`src/hdl/rst_pkg.sv`:
```
// Purpose: Shared constants for the reset source and clock select block
// Assumes: Single 40 MHz system clock
// Notes:   Source bit positions index the enable and status vectors
package rst_pkg;
  localparam int unsigned NUM_SRC     = 6;
  localparam int unsigned SRC_SUPPLY  = 0;
  localparam int unsigned SRC_WDOG    = 1;
  localparam int unsigned SRC_MCLK    = 2;
  localparam int unsigned SRC_CMP0    = 3;
  localparam int unsigned SRC_SOFT    = 4;
  localparam int unsigned SRC_PIN     = 5;
  // Software may mask only watchdog, missing clock, comparator, soft reset
  localparam logic [5:0]  MASKABLE    = 6'h1E;
  localparam logic [5:0]  EN_RESET    = 6'h3F;
  localparam logic        CLK_INT     = 1'h0;
  localparam logic        CLK_EXT     = 1'h1;
  // Minimum time the reset pin is driven after sources clear
  localparam int unsigned STRETCH_NS  = 100;
  localparam int unsigned CLK_NS      = 25;
  localparam int unsigned STRETCH_CYC = (STRETCH_NS + CLK_NS - 1) / CLK_NS;
  // Cycles the pin source stays ignored after own drive ends; covers the
  // lag of the pin filter so a released pin cannot re-trigger a reset
  localparam int unsigned ECHO_CYC    = 6;
endpackage

```
`src/hdl/rst_sync_if.sv`:
```
// Purpose: Carries synchronised pin levels from the filter to the top
// Assumes: Both ends on clk_i
// Notes:   One signal per external level
`timescale 1ns/1ps
interface rst_sync_if;
  logic pin_rst;
  logic mon_en;
  modport src (output pin_rst, output mon_en);
  modport dst (input pin_rst, input mon_en);
endinterface

```
`src/hdl/pin_filter.sv`:
```
// Purpose: Three-stage synchroniser for the reset pin and monitor strap
// Assumes: Inputs asynchronous to clk_i
// Notes:   A change counts once stages two and three agree
`timescale 1ns/1ps
module pin_filter (
  input  wire logic   clk_i,
  input  wire logic   rst_n,
  input  wire logic   pin_rst_n_i,
  input  wire logic   mon_en_i,
  rst_sync_if.src     sync
);
  logic [2:0] rst_sh;
  logic [2:0] mon_sh;
  logic [2:0] next_rst_sh;
  logic [2:0] next_mon_sh;
  logic       pin_lvl;
  logic       mon_lvl;
  logic       next_pin_lvl;
  logic       next_mon_lvl;

  // Shift chains; stage one feeds stage two only
  always_comb begin
    next_rst_sh  = {rst_sh[1:0], ~pin_rst_n_i};
    next_mon_sh  = {mon_sh[1:0], mon_en_i};
    next_pin_lvl = (rst_sh[2] == rst_sh[1]) ? rst_sh[2] : pin_lvl;
    next_mon_lvl = (mon_sh[2] == mon_sh[1]) ? mon_sh[2] : mon_lvl;
  end

  // Reset value treats the pin as asserted, so release is clean
  always_ff @(posedge clk_i or negedge rst_n) begin
    if (!rst_n) begin
      rst_sh  <= 3'h7;
      mon_sh  <= 3'h0;
      pin_lvl <= 1'h1;
      mon_lvl <= 1'h0;
    end else begin
      rst_sh  <= next_rst_sh;
      mon_sh  <= next_mon_sh;
      pin_lvl <= next_pin_lvl;
      mon_lvl <= next_mon_lvl;
    end
  end

  assign sync.pin_rst = pin_lvl;
  assign sync.mon_en  = mon_lvl;
endmodule

```
`src/hdl/reset_source_and_clock_select.sv`:
```
// Purpose: Combines reset sources, drives the reset pin, selects sysclk
// Assumes: Sources on clk_i except the pin and strap, which are filtered
// Notes:   Enables and lock are plain ports; no register bus
`timescale 1ns/1ps
module reset_source_and_clock_select #(
  parameter int unsigned STRETCH = rst_pkg::STRETCH_CYC
) (
  input  wire logic       clk_i,
  input  wire logic       nrst_i,
  input  wire logic       supply_low_i,
  input  wire logic       wdog_expired_i,
  input  wire logic       clk_missing_i,
  input  wire logic       cmp0_low_i,
  input  wire logic       soft_reset_i,
  input  wire logic       reset_pin_i,
  input  wire logic       supply_monitor_enable_pin_i,
  input  wire logic [3:0] src_enable_i,
  input  wire logic       wdog_lock_i,
  input  wire logic       clk_ext_req_i,
  output logic            reset_pin_o,
  output logic            reset_pin_oe_o,
  output logic            sys_reset_o,
  output logic            wdog_locked_o,
  output logic [5:0]      reset_cause_o,
  output logic            clk_sel_o
);
  typedef enum logic [1:0] {IDLE, HOLD, STRETCH_ST} rst_state_t;

  logic       rs1;
  logic       rs2;
  logic       rst_n;
  rst_sync_if sync ();

  // Two-stage release of the external asynchronous reset
  always_ff @(posedge clk_i or negedge nrst_i) begin
    if (!nrst_i) begin
      rs1 <= 1'h0;
      rs2 <= 1'h0;
    end else begin
      rs1 <= 1'h1;
      rs2 <= rs1;
    end
  end
  assign rst_n = rs2;

  pin_filter u_filt (
    .clk_i       (clk_i),
    .rst_n       (rst_n),
    .pin_rst_n_i (reset_pin_i),
    .mon_en_i    (supply_monitor_enable_pin_i),
    .sync        (sync)
  );

  rst_state_t  state;
  rst_state_t  next_state;
  logic [7:0]  cnt;
  logic [7:0]  next_cnt;
  logic        drive;
  logic        next_drive;
  logic        sysr;
  logic        next_sysr;
  logic        locked;
  logic        next_locked;
  logic        lock_window;
  logic        next_lock_window;
  logic        csel;
  logic        next_csel;
  logic [5:0]  cause;
  logic [5:0]  next_cause;
  logic [5:0]  raw;
  logic [5:0]  en;
  logic [5:0]  act;
  logic        internal;
  logic        any;
  logic [rst_pkg::ECHO_CYC-1:0] pin_echo;
  logic [rst_pkg::ECHO_CYC-1:0] next_pin_echo;

  // Gather raw sources into one vector
  always_comb begin
    raw = '0;
    raw[rst_pkg::SRC_SUPPLY] = supply_low_i & sync.mon_en;
    raw[rst_pkg::SRC_WDOG]   = wdog_expired_i;
    raw[rst_pkg::SRC_MCLK]   = clk_missing_i;
    raw[rst_pkg::SRC_CMP0]   = cmp0_low_i;
    raw[rst_pkg::SRC_SOFT]   = soft_reset_i;
    // Own drive and its filter echo are excluded, so releasing the pin
    // cannot start a second reset while the filter still sees it low
    raw[rst_pkg::SRC_PIN]    = sync.pin_rst & ~drive & ~(|pin_echo);
  end

  // Unmaskable bits forced on; watchdog forced on while locked
  always_comb begin
    en = ~rst_pkg::MASKABLE | ({1'h0, src_enable_i, 1'h0} & rst_pkg::MASKABLE);
    if (locked) begin
      en[rst_pkg::SRC_WDOG] = 1'h1;
    end
    act      = raw & en;
    internal = |(act & ~(6'h01 << rst_pkg::SRC_PIN));
    any      = |act;
  end

  // Reset sequencer: hold while any source active, then stretch pin drive
  always_comb begin
    next_state       = state;
    next_cnt         = cnt;
    next_drive       = drive;
    next_sysr        = any;
    next_cause       = cause;
    next_locked      = locked;
    next_lock_window = lock_window;
    next_csel        = csel;
    next_pin_echo    = {pin_echo[rst_pkg::ECHO_CYC-2:0], drive};
    case (state)
      IDLE: begin
        if (any) begin
          next_state = HOLD;
          next_cause = act;
        end
      end
      HOLD: begin
        next_sysr  = 1'h1; // Stays up into the stretch, no gap
        next_cause = cause | act;
        next_drive = internal | drive;
        if (!any) begin
          next_state = STRETCH_ST;
          next_cnt   = 8'(STRETCH);
        end
      end
      STRETCH_ST: begin
        next_sysr = 1'h1;
        if (any) begin
          next_state = HOLD;
        end else if (cnt <= 8'h01) begin
          next_state       = IDLE;
          next_drive       = 1'h0;
          next_sysr        = 1'h0;
          next_lock_window = 1'h1;
        end else begin
          next_cnt = cnt - 8'h01;
        end
      end
      default: next_state = IDLE;
    endcase
    // Any reset returns to the internal oscillator
    if (next_sysr) begin
      next_csel = rst_pkg::CLK_INT;
    end else begin
      next_csel = clk_ext_req_i ? rst_pkg::CLK_EXT : rst_pkg::CLK_INT;
    end
    // Lock allowed in any run once the first reset sequence ends; cleared by sync reset
    if (!next_sysr && lock_window && wdog_lock_i) begin
      next_locked = 1'h1;
    end
  end

  always_ff @(posedge clk_i or negedge rst_n) begin
    if (!rst_n) begin
      state       <= HOLD;
      cnt         <= 8'h00;
      drive       <= 1'h1;
      sysr        <= 1'h1;
      locked      <= 1'h0;
      lock_window <= 1'h0;
      csel        <= rst_pkg::CLK_INT;
      cause       <= 6'h00;
      pin_echo    <= '1;
    end else begin
      state       <= next_state;
      cnt         <= next_cnt;
      drive       <= next_drive;
      sysr        <= next_sysr;
      locked      <= next_locked;
      lock_window <= next_lock_window;
      csel        <= next_csel;
      cause       <= next_cause;
      pin_echo    <= next_pin_echo;
    end
  end

  // Pin driven low only while asserting; released otherwise
  assign reset_pin_o    = 1'h0;
  assign reset_pin_oe_o = drive;
  assign sys_reset_o    = sysr;
  assign wdog_locked_o  = locked;
  assign reset_cause_o  = cause;
  assign clk_sel_o      = csel;

  property p_or_holds;
    @(posedge clk_i) disable iff (!rst_n) any |=> sys_reset_o;
  endproperty
  a_or_holds: assert property (p_or_holds) else $error("reset dropped");

  property p_clk_int;
    @(posedge clk_i) disable iff (!rst_n) sys_reset_o |-> clk_sel_o == 1'h0;
  endproperty
  a_clk_int: assert property (p_clk_int) else $error("ext clk in reset");

  property p_clk_sw;
    @(posedge clk_i) disable iff (!rst_n)
      (!next_sysr && clk_ext_req_i) |=> clk_sel_o;
  endproperty
  a_clk_sw: assert property (p_clk_sw) else $error("no clock switch");

  property p_lock_sticky;
    @(posedge clk_i) disable iff (!rst_n) locked |=> locked;
  endproperty
  a_lock_sticky: assert property (p_lock_sticky) else $error("lock lost");

  property p_wdog_locked;
    @(posedge clk_i) disable iff (!rst_n)
      (locked && wdog_expired_i) |=> sys_reset_o;
  endproperty
  a_wdog_locked: assert property (p_wdog_locked) else $error("wdog masked");

  property p_supply;
    @(posedge clk_i) disable iff (!rst_n)
      (supply_low_i && sync.mon_en) |=> sys_reset_o;
  endproperty
  a_supply: assert property (p_supply) else $error("supply masked");

  property p_mask;
    @(posedge clk_i) disable iff (!rst_n)
      (state == IDLE && !sync.pin_rst && !supply_low_i && !locked &&
       src_enable_i == 4'h0) |=> !sys_reset_o;
  endproperty
  a_mask: assert property (p_mask) else $error("masked source reset");

  property p_pin_drive;
    @(posedge clk_i) disable iff (!rst_n)
      (state == HOLD && internal) |=> reset_pin_oe_o;
  endproperty
  a_pin_drive: assert property (p_pin_drive) else $error("pin not driven");

  property p_src_cause;
    @(posedge clk_i) disable iff (!rst_n)
      (state == IDLE && act[rst_pkg::SRC_SOFT]) |=> cause[rst_pkg::SRC_SOFT];
  endproperty
  a_src_cause: assert property (p_src_cause) else $error("cause lost");

  c_soft: cover property (@(posedge clk_i) disable iff (!rst_n)
    act[rst_pkg::SRC_SOFT] ##1 sys_reset_o);
  c_ext: cover property (@(posedge clk_i) disable iff (!rst_n) clk_sel_o);
  c_lock: cover property (@(posedge clk_i) disable iff (!rst_n) locked);
endmodule

```
`config.mk`:
```
export PLATFORM = sky130hd
export DESIGN_NAME = reset_source_and_clock_select
export DESIGN_NICKNAME = d
export VERILOG_FILES = /design/src/hdl/rst_pkg.sv /design/src/hdl/rst_sync_if.sv /design/src/hdl/pin_filter.sv /design/src/hdl/reset_source_and_clock_select.sv
export SDC_FILE = /design/constraint.sdc
export NUM_CORES = 1
export LEC_CHECK = 0
export ABC_CLOCK_PERIOD_IN_PS = 1300
export BUFFER_PORTS_ARGS = -buffer_cell sky130_fd_sc_hd__buf_4
export CAP_MARGIN = 20
export CORE_ASPECT_RATIO = 0.6
export CORE_UTILIZATION = 55
export CTS_BUF_LIST = sky130_fd_sc_hd__clkbuf_8 sky130_fd_sc_hd__clkbuf_16
export DETAILED_ROUTE_END_ITERATION = 8
export PLACE_DENSITY = 0.78
export SETUP_SLACK_MARGIN = 0.2
export SYNTH_ARGS = -nofsm -noshare
export SYNTH_HDL_FRONTEND = slang
export SYNTH_HIERARCHICAL = 1
export SYNTH_SLANG_ARGS = --single-unit
```
`constraint.sdc`:
```
create_clock -name clk_i -period 1.3 [get_ports clk_i]
set_clock_uncertainty 0.05 [all_clocks]
set_input_delay 0.065 -clock clk_i [delete_from_list [all_inputs] [get_ports clk_i]]
set_output_delay 0.065 -clock clk_i [all_outputs]
set_load 0.05 [all_outputs]
```
==> run_results.csv, run 1 <==
group,metric,value,unit
status,status,"did not finish",
status,lastStage,"global routing",
status,first-error,"[ERROR GRT-0232] Routing congestion too high. Check the congestion heatmap in the GUI.",
place,place_ws,-0.624,ns
grt,grt-ovfl-total,1,
die,initial_utilization,58.2,%
synthesis,netlist-cell-type-count,42,
synthesis,yosysMostFrequentCell,"dfrtp_1",
die,pin_count,26,
place,port_buffers,24,
cts,htree_levels,2,
grt,track_usage,64.7,%
synthesis,synth_edf_count,0,
synthesis,ys_seq_elements,37,
cts,cts.path.max_buffers,2,
timing,grt-worst-endpoint,"cnt[7]$_DFFE_PN0P_/D",
synthesis,synthTopCellsByCount,"dfrtp_1, dfstp_2, o21ai_0",
cts,root_buffer,"clkbuf_8",
synthesis,synth_area,1680,µm²
grt,grt_max_degree,20,
place,gp_congestion,0.896,
place,dp_hpwl,3.32,mm
die,row_count,15,
synthesis,ys_warn_count,6,
synthesis,seq_area_frac_synth,56.0,%
synthesis,ys.flop_type,"dfrtp_1",
die,die_h,44.8,µm
synthesis,synth_top_area_share,35.7,%
die,die_x,73.4,µm
synthesis,async_flop_share,100,%
timing,endpoint_type,"sequential cell input",
cts,numCtsBuffers,5,
synthesis,synthesis.nets,178,
synthesis,netlist_instances,157,
synthesis,yosys.area.top_type,"dfrtp_1",
cts,cts.sinks,37,
synthesis,ys_top_cells_by_area,"dfrtp_1, dfstp_2, ha_1",
synthesis,syn_area_per_cell,10.7,µm²
## cells by family after synthesis
family                     share of synthesized area (%)
other                                              0.447
and+or+nand+nor                                     15.1
muxes                                              0.595
DFF                                                 56.0
buffers and inverters                               3.13
adders and majority gates                           5.80
AOI/OAI and AO/OA                                   18.9
## through the flow
| step | setup TNS, ns | cell area, µm² | cells | utilization, % | hold WS, ns |
|---|---|---|---|---|---|
| CTS | -8.47 | 2640 | 284 | 91.2 | 0.0237 |
| detailed placement | -9.39 | 2260 | 260 | 78.3 | -0.202 |
| global placement | -8.18 | 2260 | 260 | 78.3 | -0.203 |
| floorplan | -7.46 | 1740 | 157 | - | -0.281 |
## timing repair
action	in CTS
resized for setup	32
endpoints found under the hold margin	6
setup endpoints to repair	24
buffers inserted	11
hold buffers	5
pin swaps	16
## metal layers
metal / GRT overflow / track usage (%)
met1: 0 / 65.3
met2: 1 / 82.8
met3: 0 / 53.3
met4: 0 / 58.8
met5: 0 / 9.52
==> run 2: changes to the inputs <==
--- a/config.mk
+++ b/config.mk
@@ -8,12 +8,9 @@
 export ABC_CLOCK_PERIOD_IN_PS = 1300
 export BUFFER_PORTS_ARGS = -buffer_cell sky130_fd_sc_hd__buf_4
 export CAP_MARGIN = 20
-export CORE_ASPECT_RATIO = 0.6
-export CORE_UTILIZATION = 55
-export CTS_BUF_LIST = sky130_fd_sc_hd__clkbuf_8 sky130_fd_sc_hd__clkbuf_16
+export CORE_UTILIZATION = 40
 export DETAILED_ROUTE_END_ITERATION = 8
-export PLACE_DENSITY = 0.78
-export SETUP_SLACK_MARGIN = 0.2
+export PLACE_DENSITY_LB_ADDON = 0.15
 export SYNTH_ARGS = -nofsm -noshare
 export SYNTH_HDL_FRONTEND = slang
 export SYNTH_HIERARCHICAL = 1
==> run_results.csv, run 2 <==
group,metric,value,unit
synthesis,synthesis.nets,178,
timing,clock.fmax,522,MHz
cts,cts_tree,"yes",
route,dr_total_vias,1543,
synthesis,synth_top_family_by_area,"compound AO/OA/AOI/OAI gates",
power,vdd_drop_max,1.17,mV
setup_path,worstPathRequired,1.43,ns
status,violations,"setup timing",
cts,cts.path.max_buffers,2,
timing,rsz0062_at_grt,"true",
route,drtAntennaViolNets,0,
power,leakage,0.00126,µW
synthesis,synth_top_area_share,35.7,%
route,drtIter0Drc,64,
die,core,4030,µm²
grt,antenna_found_initial,0,
synthesis,ys_top_cells_by_area,"dfrtp_1, dfstp_2, ha_1",
cts,htree_levels,2,
final_layout,drive_above_1_share,59.8,%
synthesis,netlist_instances,157,
setup_path,critPathLaunchType,"register",
final_layout,nets,266,
synthesis,async_flop_share,100,%
place,dp_hpwl,3.00,mm
synthesis,netlist-cell-type-count,42,
die,row_count,23,
cts,cts.clk_slew.worst_paths,0.08,ns
synthesis,syn_area_per_cell,10.7,µm²
final_layout,num_antenna_cells,0,
setup_path,worstSetupPathType,"register to register",
timing,min_period_over_period,147,%
power,p_per_area,2160,nW/µm²
cts,insertion_delay,0.30,ns
grt,first_global_vias,1481,
route,drc,0,
job,maxCapViolations,0,
synthesis,seq_area_frac_synth,56.0,%
synthesis,synth_fa_ha_area_share,5.80,%
synthesis,synth_mux_area_share,0.595,%
power,power,6070,µW
die,die_x,66.8,µm
die,die_h,66.8,µm
synthesis,yosysMostFrequentCell,"dfrtp_1",
final_layout,largest_reg_flops,8,
synthesis,synth_area,1680,µm²
cts,root_buffer,"clkbuf_8",
grt,grt_pass1_wl,7.20,mm
route,first_pass_iters,4,
synthesis,synth-compound-area-share,18.9,%
setup_path,cp_top_family,"simple AND/OR/NAND/NOR gates",
synthesis,synthSimpleGateAreaFrac,15.1,%
route,finalWirelength,4.50,mm
final_layout,multiInputGateArea,915,µm²
timing,finalSetupViolations,21,
die,initial_utilization,41.7,%
die,pin_count,26,
setup_path,cp_common_cell,"or3_4",
synthesis,synth_edf_count,0,
hold_path,hold_path_class,"input port to async pin",
route,wl_per_cell,15.2,µm
grt,grt-ovfl-total,0,
status,status,"finished with violations",
timing,drv_slew,0,
timing,hold_viol_final,0,
grt,track_usage,22.2,%
synthesis,yosys.area.top_type,"dfrtp_1",
timing,setup_ws,-0.616,ns
final_layout,area_growth,66.8,%
place,dp_cells,270,
setup_path,cp_slowest_stage_delay,0.41,ns
setup_path,crit_path_cell_trace,"or3_4 -> or3_4 -> a21oi_4 -> mux2i_2 -> o21ai_1",
setup_path,crit_fanout,4,
final_layout,layout_common_cells,"buf_4, dfrtp_1, dfstp_2",
setup_path,cp_data_arrival_time,2.04,ns
final_layout,stdcell_count,296,
synthesis,synthXorXnorAreaFrac,0,%
final_layout,fill_cells,285,
final_layout,seq_area,945,µm²
route,via_per_inst,5.21,
synthesis,synthTopCellsByCount,"dfrtp_1, dfstp_2, o21ai_0",
place,port_buffers,24,
cts,cts.sinks,37,
timing,hold_slack,0.0278,ns
synthesis,ys.flop_type,"dfrtp_1",
die,dieArea,4470,µm²
timing,min_period,1.92,ns
final_layout,regMostFlops,"cnt",
synthesis,ys_warn_count,6,
grt,grt_max_degree,36,
cts,numCtsBuffers,5,
place,gp_congestion,0.813,
setup_path,end_kind,"register",
synthesis,ys_seq_elements,37,
setup_path,cp.buffers_inverters,0,
setup_path,slowest_stage,"or3_4",
final_layout,final_common_cell,"buf_4",
[run 2: cell counts after synthesis]
No cell type changed its count.
[run 2: cell families after synthesis]
kind of cell	count (synthesis)
muxes	1
other	2
buffers and inverters	13
DFF	37
AOI/OAI and AO/OA	50
adders and majority gates	8
and+or+nand+nor	46
[run 2: final timing paths]
kind / startpoint / end / slack [ns] / depth (start not counted)
min in group clk_i: supply_low_i / reset_cause_o[0]$_DFFE_PN0P_ / 0.05 / 3
min reg2reg: rs2$_DFF_PN0_ / reset_cause_o[5]$_DFFE_PN0P_ / 0.23 / 1
max reg2reg: cnt[5]$_DFFE_PN0P_ / state[1]$_DFFE_PN0P_ / -0.62 / 5
min: nrst_i / rs1$_DFF_PN0_ / 0.03 / 2
max in group asynchronous: rs2$_DFF_PN0_ / pin_echo[5]$_DFF_PN1_ / 0.63 / 1
max: cnt[5]$_DFFE_PN0P_ / state[1]$_DFFE_PN0P_ / -0.62 / 5
[run 2: area by class of cell]
cell class	count	share of cell area (%)
flip-flops and latches	37	33.7
multi-input cells	107	32.6
repair buffers	87	25.6
clock buffers	5	2.45
clock inverters	3	2.45
well taps	50	2.23
inverters	7	1.03
[run 2: routing by layer]
metal	GRT usage [%]	wire, µm
met5	0	0
met4	6.91	57
met3	5.65	146
met2	35.2	2300
met1	29.4	2000
[run 2: repair_timing]
action / 4_1_cts / 5_1_grt
pin swaps: 16 / 15
endpoints found under the hold margin: 7 / 0
setup buffers: 4 / 9
endpoints found under the setup margin: 21 / 22
gates resized for setup: 36 / 24
cloned: 0 / 0
hold buffers: 6 / 0
[run 2: stage by stage]
step                worst slack, ns  util (%)  setup TNS, ns  area [µm²]
floorplan                    -0.498         -          -7.46        1740
global placement             -0.502      56.1          -7.62        2260
detailed placement           -0.531      56.1          -8.22        2260
CTS                          -0.539      65.3          -6.35        2630
global route                 -0.657      69.6          -9.04        2810
finish                       -0.616      69.6          -7.87        2810
[run 2: worst reg2reg max path, stage by stage, from the launching register on]
cell	delay, ns
dfrtp_1	0.38
or3_4	0.39
or3_4	0.41
a21oi_4	0.17
mux2i_2	0.29
o21ai_1	0.10
[run 2: report_power, final]
part | internal, µW | total, µW | leakage [µW] | switching, µW
Clock | 772 | 1210 | 0.0000687 | 437
Sequential | 1390 | 1540 | 0.000439 | 153
Combinational | 1600 | 3310 | 0.000750 | 1710
Total | 3760 | 6070 | 0.00126 | 2300
Note: power is estimated with default switching activity, not from simulation.
==> run 3: changes to the inputs <==
--- a/config.mk
+++ b/config.mk
@@ -8,8 +8,9 @@
 export ABC_CLOCK_PERIOD_IN_PS = 1300
 export BUFFER_PORTS_ARGS = -buffer_cell sky130_fd_sc_hd__buf_4
 export CAP_MARGIN = 20
-export CORE_UTILIZATION = 40
+export CORE_AREA = 2 2 63 65
 export DETAILED_ROUTE_END_ITERATION = 8
+export DIE_AREA = 0 0 65 67
 export PLACE_DENSITY_LB_ADDON = 0.15
 export SYNTH_ARGS = -nofsm -noshare
 export SYNTH_HDL_FRONTEND = slang
==> run_results.csv, run 3 (synthesis gave the netlist of run 2 again) <==
group,metric,value,unit
job,maxCapViolations,0,
cts,root_buffer,"clkbuf_8",
setup_path,cp_slowest_stage_delay,0.41,ns
setup_path,r2r_cells,5,
setup_path,crit_path_cell_trace,"or3_4 -> or3_4 -> o32a_1 -> a2bb2oi_2 -> nor2b_2",
setup_path,cp_data_arrival_time,2.02,ns
setup_path,critPathLaunchType,"register",
route,finalWirelength,4.71,mm
cts,cts.path.max_buffers,2,
power,switching_share,38.9,%
status,violations,"setup timing",
die,pin_count,26,
die,initial_utilization,46.6,%
setup_path,cp.buffers_inverters,0,
route,first_pass_iters,4,
final_layout,num_antenna_cells,0,
power,leakage,0.00123,µW
final_layout,area_growth,65.6,%
final_layout,nets,257,
place,port_buffers,24,
final_layout,layout_common_cells,"buf_4, dfrtp_1, dfstp_2",
setup_path,cp_common_cell,"or3_4",
die,core,3610,µm²
place,gp_congestion,0.793,
grt,grt_max_degree,36,
timing,tightest_slew,0.515,ns
setup_path,worstPathRequired,1.48,ns
timing,worst_slew_margin_rel,65.4,%
die,die_x,65,µm
timing,min_period,1.84,ns
power,vdd_drop_max,1.13,mV
cts,cts.sinks,37,
setup_path,cp_top_family,"simple AND/OR/NAND/NOR gates",
cts,htree_levels,2,
setup_path,worstSetupPathType,"register to register",
timing,finalSetupViolations,21,
power,p_per_area,2180,nW/µm²
setup_path,slowest_stage,"or3_4",
route,drtAntennaViolNets,0,
timing,rsz0062_at_grt,"true",
die,die_h,67,µm
power,switching_power,2360,µW
route,dr_total_vias,1543,
hold_path,hold_path_class,"input port to register",
route,drtIter0Drc,67,
timing,hold_viol_final,0,
timing,setup_tns,-7.23,ns
timing,setup_ws,-0.543,ns
grt,track_usage,22.1,%
final_layout,final_common_cell,"buf_4",
die,dieArea,4360,µm²
timing,drv_slew,0,
route,via_per_inst,5.41,
power,p_comb_share,57.6,%
setup_path,crit_cells,5,
status,status,"finished with violations",
grt,first_global_vias,1549,
cts,cts.clk_slew.worst_paths,0.07,ns
power,p_int,3710,µW
final_layout,stdcell_area,2780,µm²
route,drc,0,
final_layout,final_util,77.2,%
power,power.share.sequential,25.7,%
grt,antenna_found_initial,0,
cts,insertion_delay,0.29,ns
timing,clock.fmax,543,MHz
cts,cts_tree,"yes",
timing,min_period_over_period,142,%
place,postPlaceCellArea,2210,µm²
final_layout,largest_reg_flops,8,
die,row_count,22,
final_layout,drive_above_1_share,58.6,%
route,wl_per_cell,16.5,µm
cts,numCtsBuffers,5,
grt,grt-ovfl-total,0,
grt,grt_pass1_wl,7.12,mm
place,dp_hpwl,2.84,mm
setup_path,end_kind,"register",
power,clock_power_share,16.7,%
setup_path,crit_fanout,4,
final_layout,regMostFlops,"cnt",
hold_path,hold_depth,3,
==> run 3: cell types whose count changed in the layout (fill, tap and decap cells not counted), sizes merged <==
cell	previous run	this run
buf	81	72
bufinv	2	1
clkbuf	5	8
dlygate4sd3	6	5
inv	8	7
==> run 3: worst paths after layout <==
kind	from	to	slack, ns
max	cnt[2]$_DFFE_PN0P_	clk_sel_o$_DFF_PN0_	-0.54
min	soft_reset_i	reset_cause_o[4]$_DFFE_PN0P_	0.03
max reg2reg	cnt[2]$_DFFE_PN0P_	clk_sel_o$_DFF_PN0_	-0.54
min reg2reg	rs2$_DFF_PN0_	reset_cause_o[2]$_DFFE_PN0P_	0.22
max in group asynchronous	rs2$_DFF_PN0_	u_filt/rst_sh[1]$_DFF_PN1_	0.64
min in group asynchronous	nrst_i	rs1$_DFF_PN0_	0.04
==> run 3: metrics by stage <==
step / std cells / setup WS, ns / hold slack, ns / power (µW)
after floorplan: 157 / -0.498 / -0.281 / 3000
after global placement: 262 / -0.497 / -0.202 / 3860
after detailed placement: 262 / -0.593 / -0.200 / 3940
after CTS: 280 / -0.528 / 0.0301 / 5220
after global routing: 285 / -0.618 / 0.0345 / 6400
final: 285 / -0.543 / 0.0257 / 6070
==> run 3: final cells by class <==
type,count,area (µm²)
well taps,48,60.1
clock inverters,1,30.0
flip-flops and latches,37,945
multi-input cells,107,967
fillers,223,822
clock buffers,7,86.3
repair buffers,78,664
inverters,7,31.3
==> run 3: what timing repair did <==
item	in CTS	in global routing
setup buffers	5	4
setup endpoints to repair	21	22
gates cloned	0	1
resized for setup	26	39
endpoints found under the hold margin	6	0
pin swaps	15	20
hold buffers	5	0
==> run 3: power groups by stage <==
stage	Sequential [µW]	Clock [µW]	Combinational [µW]
floorplan	1970	0	1030
global placement	1510	0	2350
detailed placement	1530	0	2420
CTS	1510	1020	2690
global route	1580	1090	3730
finish	1560	1010	3500
==> run 3: tightest hold or removal path: stages <==
cell and delay, ns:
buf_4 0.11, a21oi_2 0.06, a21oi_2 0.10
==> run 3: layer usage <==
metal  global-route usage, %  share of wire [%]
met5                       0                  0
met2                    39.6                 54
met1                    24.8                 40
met3                    5.74                3.6
met4                    9.84                2.2
